$ cat src/rtl/pwm_prescale_pkg.sv
// Package: register map, field layout and types for the PWM prescaler block
package pwm_prescale_pkg;
  localparam int ADDR_W = 4;
  // Register offsets
  localparam logic [3:0] OFS_CLOCK_DIVIDER = 4'h0;
  localparam logic [3:0] OFS_CHANNEL_CONTROL = 4'h4;
  localparam logic [3:0] OFS_IRQ_STATUS = 4'h8;
  localparam logic [3:0] OFS_IRQ_MASK = 4'hC;
  // Divider register fields
  localparam int PRESCALE_W = 3;
  localparam logic [2:0] PRESCALE_RESET = 3'h0;
  localparam logic [2:0] PRESCALE_RESERVED = 3'h7;
  localparam int PRESCALE_CNT_W = 6;
  // Channel control fields
  localparam int FAULT_PEND_BIT = 15;
  localparam int CLIM_PEND_BIT = 14;
  localparam int TRIG_PEND_BIT = 13;
  localparam int FAULT_EN_BIT = 12;
  localparam int CLIM_EN_BIT = 11;
  localparam int TRIG_EN_BIT = 10;
  localparam logic [15:0] CTRL_RW_MASK = 16'h1FEF;
  localparam logic [15:0] CTRL_RESET = 16'h0000;
  // Event index layout of status and mask
  localparam int EV_FAULT = 0;
  localparam int EV_CLIM = 1;
  localparam int EV_TRIG = 2;
  localparam int EV_N = 3;
  localparam logic [2:0] EV_RESET = 3'h0;

  typedef struct packed {
    logic wr;
    logic rd;
    logic [ADDR_W-1:0] addr;
    logic [15:0] wdata;
  } reg_req_t;

  typedef struct packed {
    logic fault;
    logic current_limit;
    logic trigger;
  } pwm_event_t;
endpackage : pwm_prescale_pkg

$ cat src/rtl/pwm_clock_prescale_and_irq_status.sv
// PWM input clock prescaler and channel interrupt status flags
//
// The address-and-strobe port and the placing of the registers are this design's own decisions.
`timescale 1ns/100ps
// How it works
// - Divider field bits 2-0 pick divide by 1..64; code 111 is reserved.
// - Divider field comes out of reset as 000, clock passes undivided.
// - Divider bits 15-3 read zero and ignore writes.
// - Current-limit pending flag set by hardware on event while its enable bit 11 is set, else reads zero.
module pwm_clock_prescale_and_irq_status (
  input wire logic ref_clk,
  input wire logic resetn,
  input wire pwm_prescale_pkg::reg_req_t req,
  output logic [15:0] rdata,
  input wire pwm_prescale_pkg::pwm_event_t events,
  input wire logic pwm_module_enable,
  output logic pwm_clock_enable,
  output logic irq
);
  // ------------------------------------------------------------
  // Register decode
  // ------------------------------------------------------------
  logic [2:0] input_clock_prescale_select;
  logic [15:0] ctrl;
  logic [2:0] irq_status;
  logic [2:0] irq_mask;
  logic [2:0] pend;
  logic [2:0] ev_vec;
  logic [2:0] en_vec;
  logic [5:0] div_cnt;
  wire wr_div = req.wr && req.addr == pwm_prescale_pkg::OFS_CLOCK_DIVIDER;
  wire wr_ctrl = req.wr && req.addr == pwm_prescale_pkg::OFS_CHANNEL_CONTROL;
  wire wr_stat = req.wr && req.addr == pwm_prescale_pkg::OFS_IRQ_STATUS;
  wire wr_mask = req.wr && req.addr == pwm_prescale_pkg::OFS_IRQ_MASK;
  wire [15:0] ctrl_view = {pend, ctrl[12:0]};
  // Upper bits of the divider register are not stored at all
  wire [15:0] div_view = {13'h0000, input_clock_prescale_select};
  wire [15:0] next_rdata =
    req.addr == pwm_prescale_pkg::OFS_CLOCK_DIVIDER ? div_view :
    req.addr == pwm_prescale_pkg::OFS_CHANNEL_CONTROL ? ctrl_view :
    req.addr == pwm_prescale_pkg::OFS_IRQ_STATUS ? {13'h0000, irq_status} :
    req.addr == pwm_prescale_pkg::OFS_IRQ_MASK ? {13'h0000, irq_mask} :
    16'h0000;

  always_ff @(posedge ref_clk) begin
    if (!resetn)
      rdata <= 16'h0000;
    else if (req.rd)
      rdata <= next_rdata;
    else
      rdata <= 16'h0000;
  end

  // ------------------------------------------------------------
  // Prescaler
  // ------------------------------------------------------------
  always_ff @(posedge ref_clk) begin
    if (!resetn)
      input_clock_prescale_select <= pwm_prescale_pkg::PRESCALE_RESET;
    else if (wr_div)
      input_clock_prescale_select <= req.wdata[2:0];
  end

  // Terminal count per code; reserved code holds the enable low
  wire [5:0] div_last = 6'((7'h01 << input_clock_prescale_select) - 7'h01);
  wire div_reserved =
    input_clock_prescale_select == pwm_prescale_pkg::PRESCALE_RESERVED;
  wire div_hit = div_cnt >= div_last;

  // Counter runs only with the module enabled, so a change made while
  // stopped always starts cleanly; a change while running is unsafe
  always_ff @(posedge ref_clk) begin
    if (!resetn || !pwm_module_enable || div_reserved)
      div_cnt <= 6'h00;
    else if (div_hit)
      div_cnt <= 6'h00;
    else
      div_cnt <= div_cnt + 6'h01;
  end

  assign pwm_clock_enable = pwm_module_enable && !div_reserved && div_hit;

  // ------------------------------------------------------------
  // Channel control and pending flags
  // ------------------------------------------------------------
  always_ff @(posedge ref_clk) begin
    if (!resetn)
      ctrl <= pwm_prescale_pkg::CTRL_RESET;
    else if (wr_ctrl)
      ctrl <= req.wdata & pwm_prescale_pkg::CTRL_RW_MASK;
  end

  assign ev_vec = {events.trigger, events.current_limit, events.fault};
  assign en_vec = {ctrl[pwm_prescale_pkg::TRIG_EN_BIT],
                   ctrl[pwm_prescale_pkg::CLIM_EN_BIT],
                   ctrl[pwm_prescale_pkg::FAULT_EN_BIT]};

  logic [2:0] p;
  genvar i;
  generate
    for (i = 0; i < pwm_prescale_pkg::EV_N; i++) begin : g_flag
      // Flag only pends while its enable is set; enable low clears it
      always_ff @(posedge ref_clk) begin
        if (!resetn)
          p[i] <= 1'b0;
        else if (!en_vec[i])
          p[i] <= 1'b0;
        else if (ev_vec[i])
          p[i] <= 1'b1;
      end
      // Sticky status: a new event wins over a write-one clear
      always_ff @(posedge ref_clk) begin
        if (!resetn)
          irq_status[i] <= 1'b0;
        else if (ev_vec[i] && en_vec[i])
          irq_status[i] <= 1'b1;
        else if (wr_stat && req.wdata[i])
          irq_status[i] <= 1'b0;
      end
    end
  endgenerate
  // Control view order is fault, current-limit, trigger from bit 15 down
  assign pend = {p[pwm_prescale_pkg::EV_FAULT], p[pwm_prescale_pkg::EV_CLIM],
                 p[pwm_prescale_pkg::EV_TRIG]};

  always_ff @(posedge ref_clk) begin
    if (!resetn)
      irq_mask <= pwm_prescale_pkg::EV_RESET;
    else if (wr_mask)
      irq_mask <= req.wdata[2:0];
  end

  assign irq = |(irq_status & irq_mask);

  // ------------------------------------------------------------
  // Checks
  // ------------------------------------------------------------
  // Cycles since the last enable pulse; cleared whenever the run stops,
  // so only a full period between two pulses is ever measured
  logic [6:0] pulse_gap;
  logic gap_valid;
  always_ff @(posedge ref_clk) begin
    if (!resetn || !pwm_module_enable || wr_div) begin
      pulse_gap <= 7'h00;
      gap_valid <= 1'b0;
    end else if (pwm_clock_enable) begin
      pulse_gap <= 7'h01;
      gap_valid <= 1'b1;
    end else begin
      pulse_gap <= pulse_gap + 7'h01;
    end
  end

  a_div_reads_zero: assert property (@(posedge ref_clk)
    disable iff (!resetn)
    $past(req.rd) && $past(req.addr) == pwm_prescale_pkg::OFS_CLOCK_DIVIDER
    |-> rdata[15:3] == 13'h0000)
    else $error("divider upper bits not zero");
  a_div_reset_code: assert property (@(posedge ref_clk)
    $past(!resetn)
    |-> input_clock_prescale_select == pwm_prescale_pkg::PRESCALE_RESET)
    else $error("prescale select not zero after reset");
  a_div_by_two: assert property (@(posedge ref_clk)
    disable iff (!resetn)
    pwm_clock_enable && input_clock_prescale_select == 3'h1
    && $stable(input_clock_prescale_select) ##1
    $stable(input_clock_prescale_select) && pwm_module_enable
    |-> !pwm_clock_enable)
    else $error("divide by two enable too fast");
  a_div_reserved_off: assert property (@(posedge ref_clk)
    disable iff (!resetn)
    input_clock_prescale_select == pwm_prescale_pkg::PRESCALE_RESERVED
    |-> !pwm_clock_enable)
    else $error("reserved code produced enable");
  a_div_period: assert property (@(posedge ref_clk)
    disable iff (!resetn)
    pwm_clock_enable && gap_valid
    |-> pulse_gap == (7'h01 << input_clock_prescale_select))
    else $error("enable pulse period does not match select code");
  a_div_by_one: assert property (@(posedge ref_clk)
    disable iff (!resetn)
    pwm_module_enable
    && input_clock_prescale_select == pwm_prescale_pkg::PRESCALE_RESET
    |-> pwm_clock_enable)
    else $error("undivided clock enable missing");
  a_div_write_lands: assert property (@(posedge ref_clk)
    disable iff (!resetn)
    wr_div |=> input_clock_prescale_select
      == $past(req.wdata[pwm_prescale_pkg::PRESCALE_W-1:0]))
    else $error("prescale select write lost");
  a_div_holds: assert property (@(posedge ref_clk)
    disable iff (!resetn)
    !wr_div |=> $stable(input_clock_prescale_select))
    else $error("prescale select changed without a write");
  a_clim_sets: assert property (@(posedge ref_clk)
    disable iff (!resetn)
    events.current_limit && ctrl[pwm_prescale_pkg::CLIM_EN_BIT]
    |=> ctrl_view[pwm_prescale_pkg::CLIM_PEND_BIT])
    else $error("current-limit flag not set");
  a_clim_quiet: assert property (@(posedge ref_clk)
    disable iff (!resetn)
    !ctrl_view[pwm_prescale_pkg::CLIM_PEND_BIT] && !events.current_limit
    |=> !ctrl_view[pwm_prescale_pkg::CLIM_PEND_BIT])
    else $error("current-limit flag set with no event");
  a_clim_clears: assert property (@(posedge ref_clk)
    disable iff (!resetn)
    !ctrl[pwm_prescale_pkg::CLIM_EN_BIT]
    |=> !ctrl_view[pwm_prescale_pkg::CLIM_PEND_BIT])
    else $error("current-limit flag held with enable low");
  a_fault_sets: assert property (@(posedge ref_clk)
    disable iff (!resetn)
    events.fault && ctrl[pwm_prescale_pkg::FAULT_EN_BIT]
    |=> ctrl_view[pwm_prescale_pkg::FAULT_PEND_BIT])
    else $error("fault flag not set");
  a_fault_clears: assert property (@(posedge ref_clk)
    disable iff (!resetn)
    !ctrl[pwm_prescale_pkg::FAULT_EN_BIT]
    |=> !ctrl_view[pwm_prescale_pkg::FAULT_PEND_BIT])
    else $error("fault flag held with enable low");
  a_trig_sets: assert property (@(posedge ref_clk)
    disable iff (!resetn)
    events.trigger && ctrl[pwm_prescale_pkg::TRIG_EN_BIT]
    |=> ctrl_view[pwm_prescale_pkg::TRIG_PEND_BIT])
    else $error("trigger flag not set");
  a_trig_clears: assert property (@(posedge ref_clk)
    disable iff (!resetn)
    $fell(ctrl[pwm_prescale_pkg::TRIG_EN_BIT])
    |=> !ctrl_view[pwm_prescale_pkg::TRIG_PEND_BIT])
    else $error("trigger flag held after enable cleared");
  a_status_sticky: assert property (@(posedge ref_clk)
    disable iff (!resetn)
    irq_status[pwm_prescale_pkg::EV_CLIM]
    && !(wr_stat && req.wdata[pwm_prescale_pkg::EV_CLIM])
    |=> irq_status[pwm_prescale_pkg::EV_CLIM])
    else $error("current-limit status lost without a clear");
  a_irq_level: assert property (@(posedge ref_clk)
    disable iff (!resetn)
    events.fault && ctrl[pwm_prescale_pkg::FAULT_EN_BIT]
    && irq_mask[pwm_prescale_pkg::EV_FAULT] && !wr_mask |=> irq [*1])
    else $error("interrupt missing after masked-in event");
endmodule : pwm_clock_prescale_and_irq_status

$ cat config.mk
export PLATFORM = sky130hd
export DESIGN_NAME = pwm_clock_prescale_and_irq_status
export DESIGN_NICKNAME = d
export VERILOG_FILES = /design/src/rtl/pwm_prescale_pkg.sv /design/src/rtl/pwm_clock_prescale_and_irq_status.sv
export SDC_FILE = /design/constraint.sdc
export NUM_CORES = 1
export LEC_CHECK = 0
export BUFFER_PORTS_ARGS = -buffer_cell sky130_fd_sc_hd__buf_2
export CAP_MARGIN = 10
export CORE_ASPECT_RATIO = 1.4
export CORE_MARGIN = 3
export CORE_UTILIZATION = 47
export CTS_CLUSTER_SIZE = 10
export DETAILED_ROUTE_END_ITERATION = 12
export HOLD_SLACK_MARGIN = 0.08
export PLACE_DENSITY = 0.83
export SYNTH_ARGS = -nofsm -noshare
export SYNTH_HDL_FRONTEND = slang
export SYNTH_SLANG_ARGS = --single-unit
$ cat constraint.sdc
create_clock -name ref_clk -period 2.55 [get_ports ref_clk]
set_input_delay 0.51 -clock ref_clk [delete_from_list [all_inputs] [get_ports ref_clk]]
set_output_delay 0.51 -clock ref_clk [all_outputs]
set_load 0.02 [all_outputs]
# Word-level counts from Yosys, hierarchy flattened
# Index checks and enable logic that the tools add are counted.
totals:
  regBits: 46
  in_bits: 28
  output_inout_bits: 18
  word_cells: 61
op_classes:
  add_sub_neg: 2
  magnitude_cmp: 1
  n_eq_ne: 4
  shift: 1
  mux: 10
  n_bitwise: 3
  n_reduce_logical: 28
ops:
  columns: ["operator", "n"]
  rows:
  - ["$mux 16", 1]
  - ["$logic_and 1x1->1", 12]
  - ["$mux 3", 3]
  - ["$eq 4x4->1 const B", 2]
  - ["$reduce_and 2->1", 4]
  - ["$add 6x1->6 const B", 1]
  - ["$ge 6x6->1", 1]
  - ["$mux 1", 6]
  - ["$reduce_bool 2->1", 3]
  - ["$reduce_or 3->1", 2]
  - ["$shl 1x3->6 const A", 1]
  - ["$sub 6x1->6 const B", 1]
  - ["$eq 4x3->1 const B", 1]
  - ["$logic_not 4->1", 1]
  - ["$and 3x3->3", 1]
  - ["$eq 3x3->1 const B", 1]
  - ["$logic_not 1->1", 3]
  - ["$logic_or 1x1->1", 2]
  - ["$not 1->1", 2]
  - ["$reduce_or 2->1", 1]

# Logic depth before layout (Yosys ltp)
# Gate-level depths: netlist of the first run.
logic_depth:
  depth_word: 5
  depth_mapped: 12
  depth_no_buf: 11

# Worst setup path after synthesis of the first run
# OpenSTA, ideal clock, no wires.
synth_path:
  path_type: "register to output"
  from: "register input_clock_prescale_select[0]"
  to: "output port pwm_clock_enable"
  t_arrival_ns: 2.187
  required_time_ns: 2.040
  path_slack_ns: -0.147
  path_stages_with_launch: 12
  path_buffers: 1
  cell_sequence: "dfxtp_1 -> clkbuf_1 -> or3_1 -> ha_1 -> nor3_1 -> a21o_1 -> a21oi_1 -> ha_1 -> nand2_1 -> o21a_1 -> o21ai_0 -> and3_1"
synth_between:
  elab_chain_cells: 4
  word_cells_on_any_way: 7
  cone_classes: "add/sub (1); order compare (1); eq/ne (1); shift (1); reduce/logical (3)"
synth_lines:
  columns: ["item", "line", "source"]
  rows:
  - ["from (decl)", "pwm_clock_prescale_and_irq_status.sv:23", "logic [2:0] input_clock_prescale_select;"]
  - ["from (signal assigned)", "pwm_clock_prescale_and_irq_status.sv:59", "input_clock_prescale_select <= pwm_prescale_pkg::PRESCALE_RESET;"]
  - ["from (signal assigned)", "pwm_clock_prescale_and_irq_status.sv:61", "input_clock_prescale_select <= req.wdata[2:0];"]
  - ["$shl 1x3->6 or $eq 3x3->1 (tied branches)", "pwm_clock_prescale_and_irq_status.sv:65, pwm_clock_prescale_and_irq_status.sv:67", null]
  - ["$sub 6x1->6 or $logic_not 1->1 (tied branches)", "pwm_clock_prescale_and_irq_status.sv:65, pwm_clock_prescale_and_irq_status.sv:81", null]
  - ["$ge 6x6->1 or $logic_and 1x1->1 (tied branches)", "pwm_clock_prescale_and_irq_status.sv:68, pwm_clock_prescale_and_irq_status.sv:81", null]
  - ["$logic_and 1x1->1 *", "pwm_clock_prescale_and_irq_status.sv:81", "assign pwm_clock_enable = pwm_module_enable && !div_reserved && div_hit;"]
  - ["to (decl)", "pwm_clock_prescale_and_irq_status.sv:17", "output logic pwm_clock_enable,"]
# Every way passes the cells marked *; elsewhere a longest branch is shown, timed or not.

# Worst setup path after layout of the first run
layout_path:
  from: "register input_clock_prescale_select[1]"
  to: "output port pwm_clock_enable"
# The elaborated chain is that of the path after synthesis.

==> results.toml, run 1 <==
[outcome]
status = "finished with violations"
violations = "setup timing"

[worst_setup_path]
arrival_ns = 2.34
critPathKind = "reg -> out"
reg2reg_from = "input_clock_prescale_select[1]"
endpoint_kind = "primary output"
startpoint = "input_clock_prescale_select[1]"
worstPathMaxFanout = 4
start_kind = "flop"
worst_ep_required_time_ns = 2.04

[detailed_routing]
num_vias = 1436
drt_wl_total_um = 3598
drc = 0
drtIter0Drc = 40
dr.pass1.iters = 4
viasPerCell = 5.129
routedWlPerCell_um = 12.85
ant_nets = 0

[floorplan]
die_h_um = 81.66
fp-row-count = 26
die_w_um = 60.05
ios = 46
core_area_um2 = 3806
die-area_um2 = 4903
start_util_pct = 50.49

[cells_and_area]
final_nets = 273
area_delta_synth_final_pct = 22.14
layout_common_cells = "dfxtp_1 (43), buf_2 (39), mux2i_1 (18), nor2b_1 (18), and2_1 (12)"
fin_util_pct = 61.67
n_fill_cell = 331
instances_no_fill = 280
drive_gt1_share_pct = 28.57
antennaDiodeCount = 0
final_common_cell = "dfxtp_1"

[clock_tree]
tritoncts = "yes"
cts.hold.buffers_added = 0
post-cts-setup-buffers = 0
cts_root_buf = "clkbuf_8"
cts.path.max_buffers = 2
cts_buffers = 5
insertion_delay_ns = 0.29
clock-sinks = 45
htreeDepth = 2
clk_pin_slew_ns = 0.07

[power_and_ir_drop]
p_total_mw = 1.346
leakagePower_nw = 1.136
ir_drop_mv = 0.5196
cellPowerDensity_nw_per_um2 = 573.5

[global_routing]
grt_pass1_vias = 1387
antenna_found_initial = 0
grt_pass1_wl_um = 5913
grt_overflow = 0
track_usage_pct = 16.18
grt_max_degree = 26

[timing]
max_freq_mhz = 351.1
fin_crit_ns = 2.848
drv_slew = 0
setup_viol = 1
period_share_pct = 111.7
slew_headroom_pct = 64.22
setup_ws_ns = -0.2984
hold_viol = 0
fin_setup_tns_ns = -0.2984
rsz0062_at_grt = "true"
worst_slew_pin_slew_ns = 0.5323
skew_ns = 0.005534

[synth]
yosys_warnings = 0
avgSynthCellArea_um2 = 10.06
netlist_top_cells_area = "dfxtp_1 (47%), mux2i_1 (9.4%), nor2b_1 (5.9%)"
synth_cell_types = 38
netlist.area_leader.share_pct = 46.88
syn_nets = 227
synth_cells = 191
syn_area_um2 = 1922
ys_ff_latch = 45
seq_area_frac_synth_pct = 46.88
synth_top_area_cell = "dfxtp_1"

[placed_design]
io_buffer_count = 40
placed_cells = 272
gp_congestion = 0.8462
post-dp-hpwl_um = 2816

[flow_run]
cap_viol_max_count = 0

[hold_path]
hp-class = "in -> reg"
hold_start = "events[2]"
-- state kept, by name (all words and copies together), names as in the netlist --
| name | count |
|---|---|
| ctrl | 12 |
| ctrl_view | 3 |
| div_cnt | 6 |
| input_clock_prescale_select | 3 |
| irq_mask | 3 |
| irq_status | 3 |
| rdata | 15 |
-- synth_stat cells --
| library cell | number |
|---|---|
| o211a_1 | 4 |
| mux2i_1 | 18 |
| a222oi_1 | 1 |
| buf_6 | 1 |
| nand3_1 | 4 |
| xor2_1 | 2 |
| o21ai_0 | 4 |
| xnor2_1 | 3 |
| buf_2 | 3 |
| and2_1 | 12 |
| dfxtp_1 | 45 |
| inv_2 | 1 |
| or3_1 | 1 |
| nand2b_1 | 1 |
| conb_1 | 1 |
| nor4b_4 | 1 |
| o21a_1 | 1 |
| clkbuf_1 | 4 |
| nor4_2 | 1 |
| and3b_1 | 2 |
| nor4_1 | 2 |
| nor2_1 | 11 |
| buf_4 | 2 |
| a21boi_0 | 3 |
| and3_1 | 3 |
| a21oi_1 | 8 |
| nand4b_1 | 1 |
| nor3b_1 | 1 |
| or2_1 | 1 |
| nand4_1 | 3 |
| mux4_2 | 1 |
| nand2_1 | 6 |
| nor2b_1 | 18 |
| a21o_1 | 1 |
| inv_1 | 8 |
| o211ai_1 | 1 |
| nor3_1 | 3 |
| ha_1 | 8 |
-- kinds of logic after synthesis --
kind of cell | Yosys count | synth area share (%)
compound gates | 23 | 8.073
xor+xnor | 5 | 2.279
fa+ha+maj | 8 | 5.209
buf+inv | 19 | 4.687
flops | 45 | 46.87
mux | 19 | 10.55
other cells | 1 | 0.1951
simple gates | 71 | 22.14
-- layer usage --
metal	part of all wire (%)	global-route usage [%]	wire length, µm	vias to the layer above
met5	0	0	0	-
met4	2.5	8.204	89	0
met3	4.2	4.245	151	8
met2	52	27.71	1888	32
met1	41	18.01	1468	650
li1	-	-	-	746
-- critical path, stage by stage, from the launching register on --
cell,delay (ns)
dfxtp_2,0.32
or3_4,0.40
ha_4,0.18
nor3_2,0.09
a21o_1,0.12
a21oi_2,0.05
ha_1,0.29
nand2_1,0.05
o21a_1,0.18
o21ai_1,0.07
and3_4,0.19
buf_6,0.11
-- power by group --
part | total (mW) | switching (mW) | internal [mW]
Sequential | 0.711 | 0.00332 | 0.707
Combinational | 0.0966 | 0.0493 | 0.0473
Clock | 0.539 | 0.220 | 0.319
Total | 1.35 | 0.272 | 1.07
-- area by class of cell --
cell class | count | area (µm²) | area share [%]
clock buffers | 7 | 86.33 | 3.678
clock inverters | 1 | 30.03 | 1.279
inverters | 9 | 33.78 | 1.439
multi-input cells | 127 | 967.2 | 41.20
flip-flops and latches | 45 | 903.4 | 38.49
well taps | 42 | 52.55 | 2.239
repair buffers | 49 | 274.0 | 11.67
-- through the flow --
| step | setup WS (ns) | hold slack [ns] | cell area (µm²) |
|---|---|---|---|
| 6_report | -0.2984 | 0.4553 | 2347 |
| 5_1_grt | -0.3950 | 0.4578 | 2347 |
| 4_1_cts | -0.3196 | 0.4415 | 2337 |
| 3_5_place_dp | -0.05464 | 0.4432 | 2213 |
| 3_3_place_gp | -0.01035 | 0.4360 | 2213 |
| 2_1_floorplan | 0.001051 | 0.4258 | 1959 |
-- repair_timing --
item,4_1_cts,5_1_grt
gates resized for setup,4,3
pin swaps,5,4
endpoints found under the setup margin,1,1
-- worst paths after layout --
kind | endpoint | slack [ns] | cells after the start
hold / removal | ctrl_view[15] | 0.46 | 2
hold reg to reg | rdata[7] | 0.46 | 1
setup reg to reg | div_cnt[2] | 0.31 | 9
setup / recovery | pwm_clock_enable | -0.30 | 11
No activity file was read; power rests on OpenSTA's default activity.
==> inputs of run 2 (changes only) <==
--- a/config.mk
+++ b/config.mk
@@ -7,7 +7,7 @@
 export LEC_CHECK = 0
 export BUFFER_PORTS_ARGS = -buffer_cell sky130_fd_sc_hd__buf_2
 export CAP_MARGIN = 10
-export CORE_ASPECT_RATIO = 1.4
+export CORE_ASPECT_RATIO = 0.6
 export CORE_MARGIN = 3
 export CORE_UTILIZATION = 47
 export CTS_CLUSTER_SIZE = 10
==> run 2 against run 1 <==
  * The run still ends with setup timing left
  * Via count shrank 2.2%
  * Worst hold slack gained 0.0034 ns
  * Setup slack gained 0.0083 ns
  * Clock skew shrank 0.0012 ns
  * First-iteration DRC count grew 53%
  * Fmax grew 0.29%
==> results.toml, run 2 (same netlist as run 1, synthesis figures left out) <==
[outcome]
status = "finished with violations"
violations = "setup timing"

[worst_setup_path]
reg2reg_from = "input_clock_prescale_select[0]"
critPathSlowestCell = "or3_4"
worst_ep_required_time_ns = 2.04
slowest_delay_ns = 0.39
critPathKind = "reg -> out"
arrival_ns = 2.33
startpoint = "input_clock_prescale_select[0]"
crit_chain = "or3_4, ha_4, nor3_2, a21o_1, a21oi_2, ha_1, nand2_1, o21a_1, o21ai_1, and3_4, buf_6"
critPathBufInv = 1
endpoint_kind = "primary output"
start_kind = "flop"
worstPathMaxFanout = 4
cp_top_family = "simple AND/OR/NAND/NOR gates"

[floorplan]
fp-row-count = 17
die-area_um2 = 4917
core_area_um2 = 3786
die_h_um = 55.53
ios = 46
start_util_pct = 50.76
die_w_um = 88.56

[detailed_routing]
num_vias = 1404
drtIter0Drc = 61
drc = 0
drt_wl_total_um = 3834
top_layer = "met4"
dr_wl_met3_um = 146
viasPerCell = 4.892
met1_length_um = 2008
dr_wl_met2_um = 1653
routedWlPerCell_um = 13.36
dr.pass1.iters = 4
ant_nets = 0

[cells_and_area]
largestRegisters = "rdata (15), ctrl (12), div_cnt (6)"
antennaDiodeCount = 0
top_register = "rdata"
area_delta_synth_final_pct = 21.55
final_nets = 275
layout_common_cells = "dfxtp_1 (43), buf_2 (39), mux2i_1 (18), nor2b_1 (18), and2_1 (12)"
final_common_cell = "dfxtp_1"
n_fill_cell = 340
drive_gt1_share_pct = 28.75
largest_reg_flops = 15
final_cell_area_um2 = 2336

[power_and_ir_drop]
pwr-share-clk_pct = 34.4
power.switching_uw = 282.2
swShare_pct = 22.93
cellPowerDensity_nw_per_um2 = 526.9
pwr-share-seq_pct = 57.8
leakagePower_nw = 1.126
p_int_uw = 948.7
pwr-share-comb_pct = 7.9
ir_drop_mv = 0.3259

[placed_design]
post-dp-hpwl_um = 2857
io_buffer_count = 40
gp_congestion = 0.7998
placed_area_um2 = 2220
dp_slack_ns = -0.03868

[timing]
fin_crit_ns = 2.840
worst_slew_pin_slew_ns = 0.5003
period_share_pct = 111.4
setup_ws_ns = -0.2901
max_freq_mhz = 352.1
fin_setup_tns_ns = -0.2901
hold_slack_ns = 0.4586
slew_headroom_pct = 66.50
skew_ns = 0.004364
rsz0062_at_grt = "true"
setup_viol = 1
drv_slew = 0
hold_viol = 0

[clock_tree]
tritoncts = "yes"
cts_buffers = 5
cts.path.max_buffers = 2
htreeDepth = 2
cts_root_buf = "clkbuf_8"
clock-sinks = 45
clk_pin_slew_ns = 0.08
insertion_delay_ns = 0.29

[flow_run]
cap_viol_max_count = 0

[global_routing]
grt_overflow = 0
grt_max_degree = 26
grt_pass1_wl_um = 6320
track_usage_pct = 16.60
antenna_found_initial = 0
grt_pass1_vias = 1345

[hold_path]
hp-class = "reg -> reg"
hold_start = "ctrl_view[13]"
-- run 2: cell types whose count changed in the layout (fill, tap and decap cells not counted), sizes merged --
cell,delta
bufinv,-1
buf,+2
clkinvlp,+1
-- run 2: timing repair --
| action | CTS | global route |
|---|---|---|
| hold buffers | 0 | 0 |
| endpoints found under the setup margin | 1 | 1 |
| pin swaps | 5 | 0 |
| setup buffers | 2 | 0 |
| resized for setup | 6 | 1 |
-- run 2: power groups by stage --
| stage | Clock, mW | Combinational [mW] | Sequential, mW |
|---|---|---|---|
| 6_report | 0.423 | 0.0971 | 0.711 |
| 3_5_place_dp | 0 | 0.0921 | 0.728 |
| 4_1_cts | 0.435 | 0.0962 | 0.711 |
| 3_3_place_gp | 0 | 0.0905 | 0.727 |
| 5_1_grt | 0.474 | 0.107 | 0.712 |
| 2_1_floorplan | 0 | 0.0592 | 0.727 |
-- run 2: final cells by class --
cell class	count	area (µm²)	area share [%]
Tap cell	47	58.81	2.517
Sequential cell	45	903.4	38.67
Multi-Input combinational cell	127	967.2	41.40
Timing Repair Buffer	51	289.0	12.37
Inverter	9	33.78	1.446
Clock inverter	1	7.507	0.3214
Clock buffer	7	76.32	3.267
-- run 2: final timing paths --
check	end	slack (ns)	cells past startpoint
worst max register to register	div_cnt[4]	0.29	11
worst min register to register	rdata[13]	0.46	1
worst min-delay path	rdata[13]	0.46	1
worst max-delay path	pwm_clock_enable	-0.29	11
-- run 2: per-stage QoR --
| stage | power (mW) | instances | utilization (%) |
|---|---|---|---|
| after floorplan | 0.7861 | 191 | - |
| after global placement | 0.8177 | 277 | 58.63 |
| after detailed placement | 0.8197 | 277 | 58.63 |
| after CTS | 1.242 | 287 | 61.60 |
| after global routing | 1.293 | 287 | 61.70 |
| final | 1.231 | 287 | 61.70 |
-- run 2: metal layers --
metal  GRT usage [%]  vias to the layer above
met5               0                        -
met1           23.50                      635
met2           24.17                       23
li1                -                      742
met3           4.620                        4
met4           5.603                        0
==> inputs of run 3 (changes only) <==
--- a/config.mk
+++ b/config.mk
@@ -10,10 +10,12 @@
 export CORE_ASPECT_RATIO = 0.6
 export CORE_MARGIN = 3
 export CORE_UTILIZATION = 47
+export CTS_CLUSTER_DIAMETER = 40
 export CTS_CLUSTER_SIZE = 10
 export DETAILED_ROUTE_END_ITERATION = 12
 export HOLD_SLACK_MARGIN = 0.08
 export PLACE_DENSITY = 0.83
+export SKIP_LAST_GASP = 1
 export SYNTH_ARGS = -nofsm -noshare
 export SYNTH_HDL_FRONTEND = slang
 export SYNTH_SLANG_ARGS = --single-unit
==> run 3 against run 2 <==
  * The run still ends with setup timing left
  * Critical path depth unchanged
  * Sequential cell count unchanged
  * Routed wire length increased by 0.21%
  * Sequential power about the same
  * First-iteration DRC count increased by 4.9%
  * Worst hold slack about the same
  * Critical path type unchanged
  * Largest cell class unchanged
  * Highest routed layer unchanged
==> results.toml, run 3 (same netlist as run 1, synthesis figures left out) <==
[outcome]
status = "finished with violations"
violations = "setup timing"

[flow_run]
cap_viol_max_count = 0

[timing]
hold_viol = 0
setup_viol = 1
max_freq_mhz = 352.6
slew_headroom_pct = 66.50
setup_ws_ns = -0.2864
fin_crit_ns = 2.836
rsz0062_at_grt = "true"
drv_slew = 0
period_share_pct = 111.2
worst_slew_pin_slew_ns = 0.5003
fin_setup_tns_ns = -0.2864
skew_ns = 0.005366

[power_and_ir_drop]
ir_drop_mv = 0.3266
swShare_pct = 22.99
power.switching_uw = 283.2
p_total_mw = 1.232
leakagePower_nw = 1.125
cellPowerDensity_nw_per_um2 = 528.1
pwr-share-clk_pct = 34.4
pwr-share-comb_pct = 7.9
p_int_uw = 948.5
pwr-share-seq_pct = 57.7

[clock_tree]
tritoncts = "yes"
cts_buffers = 5
htreeDepth = 2
cts.path.max_buffers = 2
cts_root_buf = "clkbuf_8"
insertion_delay_ns = 0.29
clock-sinks = 45
clk_pin_slew_ns = 0.08
cts.hold.buffers_added = 0

[worst_setup_path]
slowest_delay_ns = 0.39
worstPathMaxFanout = 4
reg2reg_from = "input_clock_prescale_select[0]"
worst_ep_required_time_ns = 2.04
endpoint_kind = "primary output"
reg2reg_slack_ns = 0.29
critPathKind = "reg -> out"
reg2reg_to = "div_cnt[4]"
critPathSlowestCell = "or3_4"
arrival_ns = 2.33
worstRegToRegCells = 11
crit_chain = "or3_4, ha_4, nor3_2, a21o_1, a21oi_1, ha_1, nand2_1, o21a_1, o21ai_1, and3_4, buf_6"
start_kind = "flop"

[placed_design]
placed_cells = 277
io_buffer_count = 40
placed_area_um2 = 2220
post-dp-hpwl_um = 2857
gp_congestion = 0.7998

[floorplan]
die-area_um2 = 4917
die_h_um = 55.53
start_util_pct = 50.76
die_w_um = 88.56
ios = 46
fp-row-count = 17
core_area_um2 = 3786

[detailed_routing]
drt_wl_total_um = 3842
ant_nets = 0
dr.pass1.iters = 4
viasPerCell = 4.909
drtIter0Drc = 64
num_vias = 1409
drc = 0
routedWlPerCell_um = 13.39

[cells_and_area]
final_nets = 275
final_cell_area_um2 = 2332
antennaDiodeCount = 0
top_register = "rdata"
largestRegisters = "rdata (15), ctrl (12), div_cnt (6)"
final_common_cell = "dfxtp_1"
seq_area_um2 = 903.4
multi_input_area_um2 = 963.4
largest_reg_flops = 15
drive_gt1_share_pct = 28.33
instances_no_fill = 287
area_delta_synth_final_pct = 21.35
layout_common_cells = "dfxtp_1 (43), buf_2 (39), mux2i_1 (18), nor2b_1 (18), and2_1 (12)"
n_fill_cell = 340

[global_routing]
grt_pass1_vias = 1345
grt_overflow = 0
track_usage_pct = 16.60
grt_max_degree = 26
grt_pass1_wl_um = 6320
antenna_found_initial = 0

[hold_path]
holdPathEnd = "rdata[13]"
holdPathStages = 1
hold_start = "ctrl_view[13]"
hp-class = "reg -> reg"
-- run 3: changes by cell type in the layout (fill, tap and decap cells not counted) --
| cell | change |
|---|---|
| a21oi_1 | +1 |
| a21oi_2 | -1 |
-- run 3: timing repair --
action                                  4_1_cts  5_1_grt
gates resized for setup                       6        0
buffers inserted                              2        0
pin swaps                                     5        0
endpoints found under the setup margin        1        1
gates cloned                                  0        0
-- run 3: metal layers --
metal  GRT usage (%)  wire, µm  vias to the layer above
li1                -         -                      743
met1           23.50      2021                      639
met3           4.620       146                        4
met2           24.17      1648                       23
met5               0         0                        -
met4           5.603        25                        0
-- run 3: power by group through the flow --
stage / clock (mW) / sequential (mW) / combinational, mW
after global placement: 0 / 0.727 / 0.0905
final: 0.424 / 0.711 / 0.0968
after global routing: 0.474 / 0.712 / 0.107
after floorplan: 0 / 0.727 / 0.0592
after CTS: 0.435 / 0.711 / 0.0962
after detailed placement: 0 / 0.728 / 0.0921
-- run 3: worst max path at each step --
stage	from	to	slack, ns	cells after the start
detailed placement	input_clock_prescale_select[1]	pwm_clock_enable	-0.04	11
global route	input_clock_prescale_select[0]	pwm_clock_enable	-0.43	11
CTS	input_clock_prescale_select[0]	pwm_clock_enable	-0.31	11
floorplan	input_clock_prescale_select[0]	pwm_clock_enable	0.001	11
finish	input_clock_prescale_select[0]	pwm_clock_enable	-0.29	11
global placement	input_clock_prescale_select[1]	pwm_clock_enable	0.0003	11
-- run 3: final cells by class --
cell class / count / share of cell area (%)
clock buffer: 7 / 3.273
clock inverter: 1 / 0.3219
inverter: 9 / 1.448
multi-input combinational: 127 / 41.31
sequential: 45 / 38.73
tap: 47 / 2.521
timing repair buffer: 51 / 12.39
-- run 3: critical path: cells and delay by family (launching register included) --
family / cells / cell delay [ns]
AO/OA/AOI/OAI: 4 / 0.40
AND/OR/NAND/NOR: 4 / 0.72
buffers and inverters: 1 / 0.11
adder cells (fa/ha/maj): 2 / 0.47
flip-flops: 1 / 0.32
-- run 3: stage by stage --
| stage | setup slack (ns) | util (%) | hold slack (ns) |
|---|---|---|---|
| floorplan | 0.001051 | - | 0.4258 |
| global placement | 0.0003104 | 58.63 | 0.4342 |
| detailed placement | -0.03868 | 58.63 | 0.4413 |
| CTS | -0.3106 | 61.60 | 0.4564 |
| global route | -0.4266 | 61.60 | 0.4603 |
| finish | -0.2864 | 61.60 | 0.4587 |
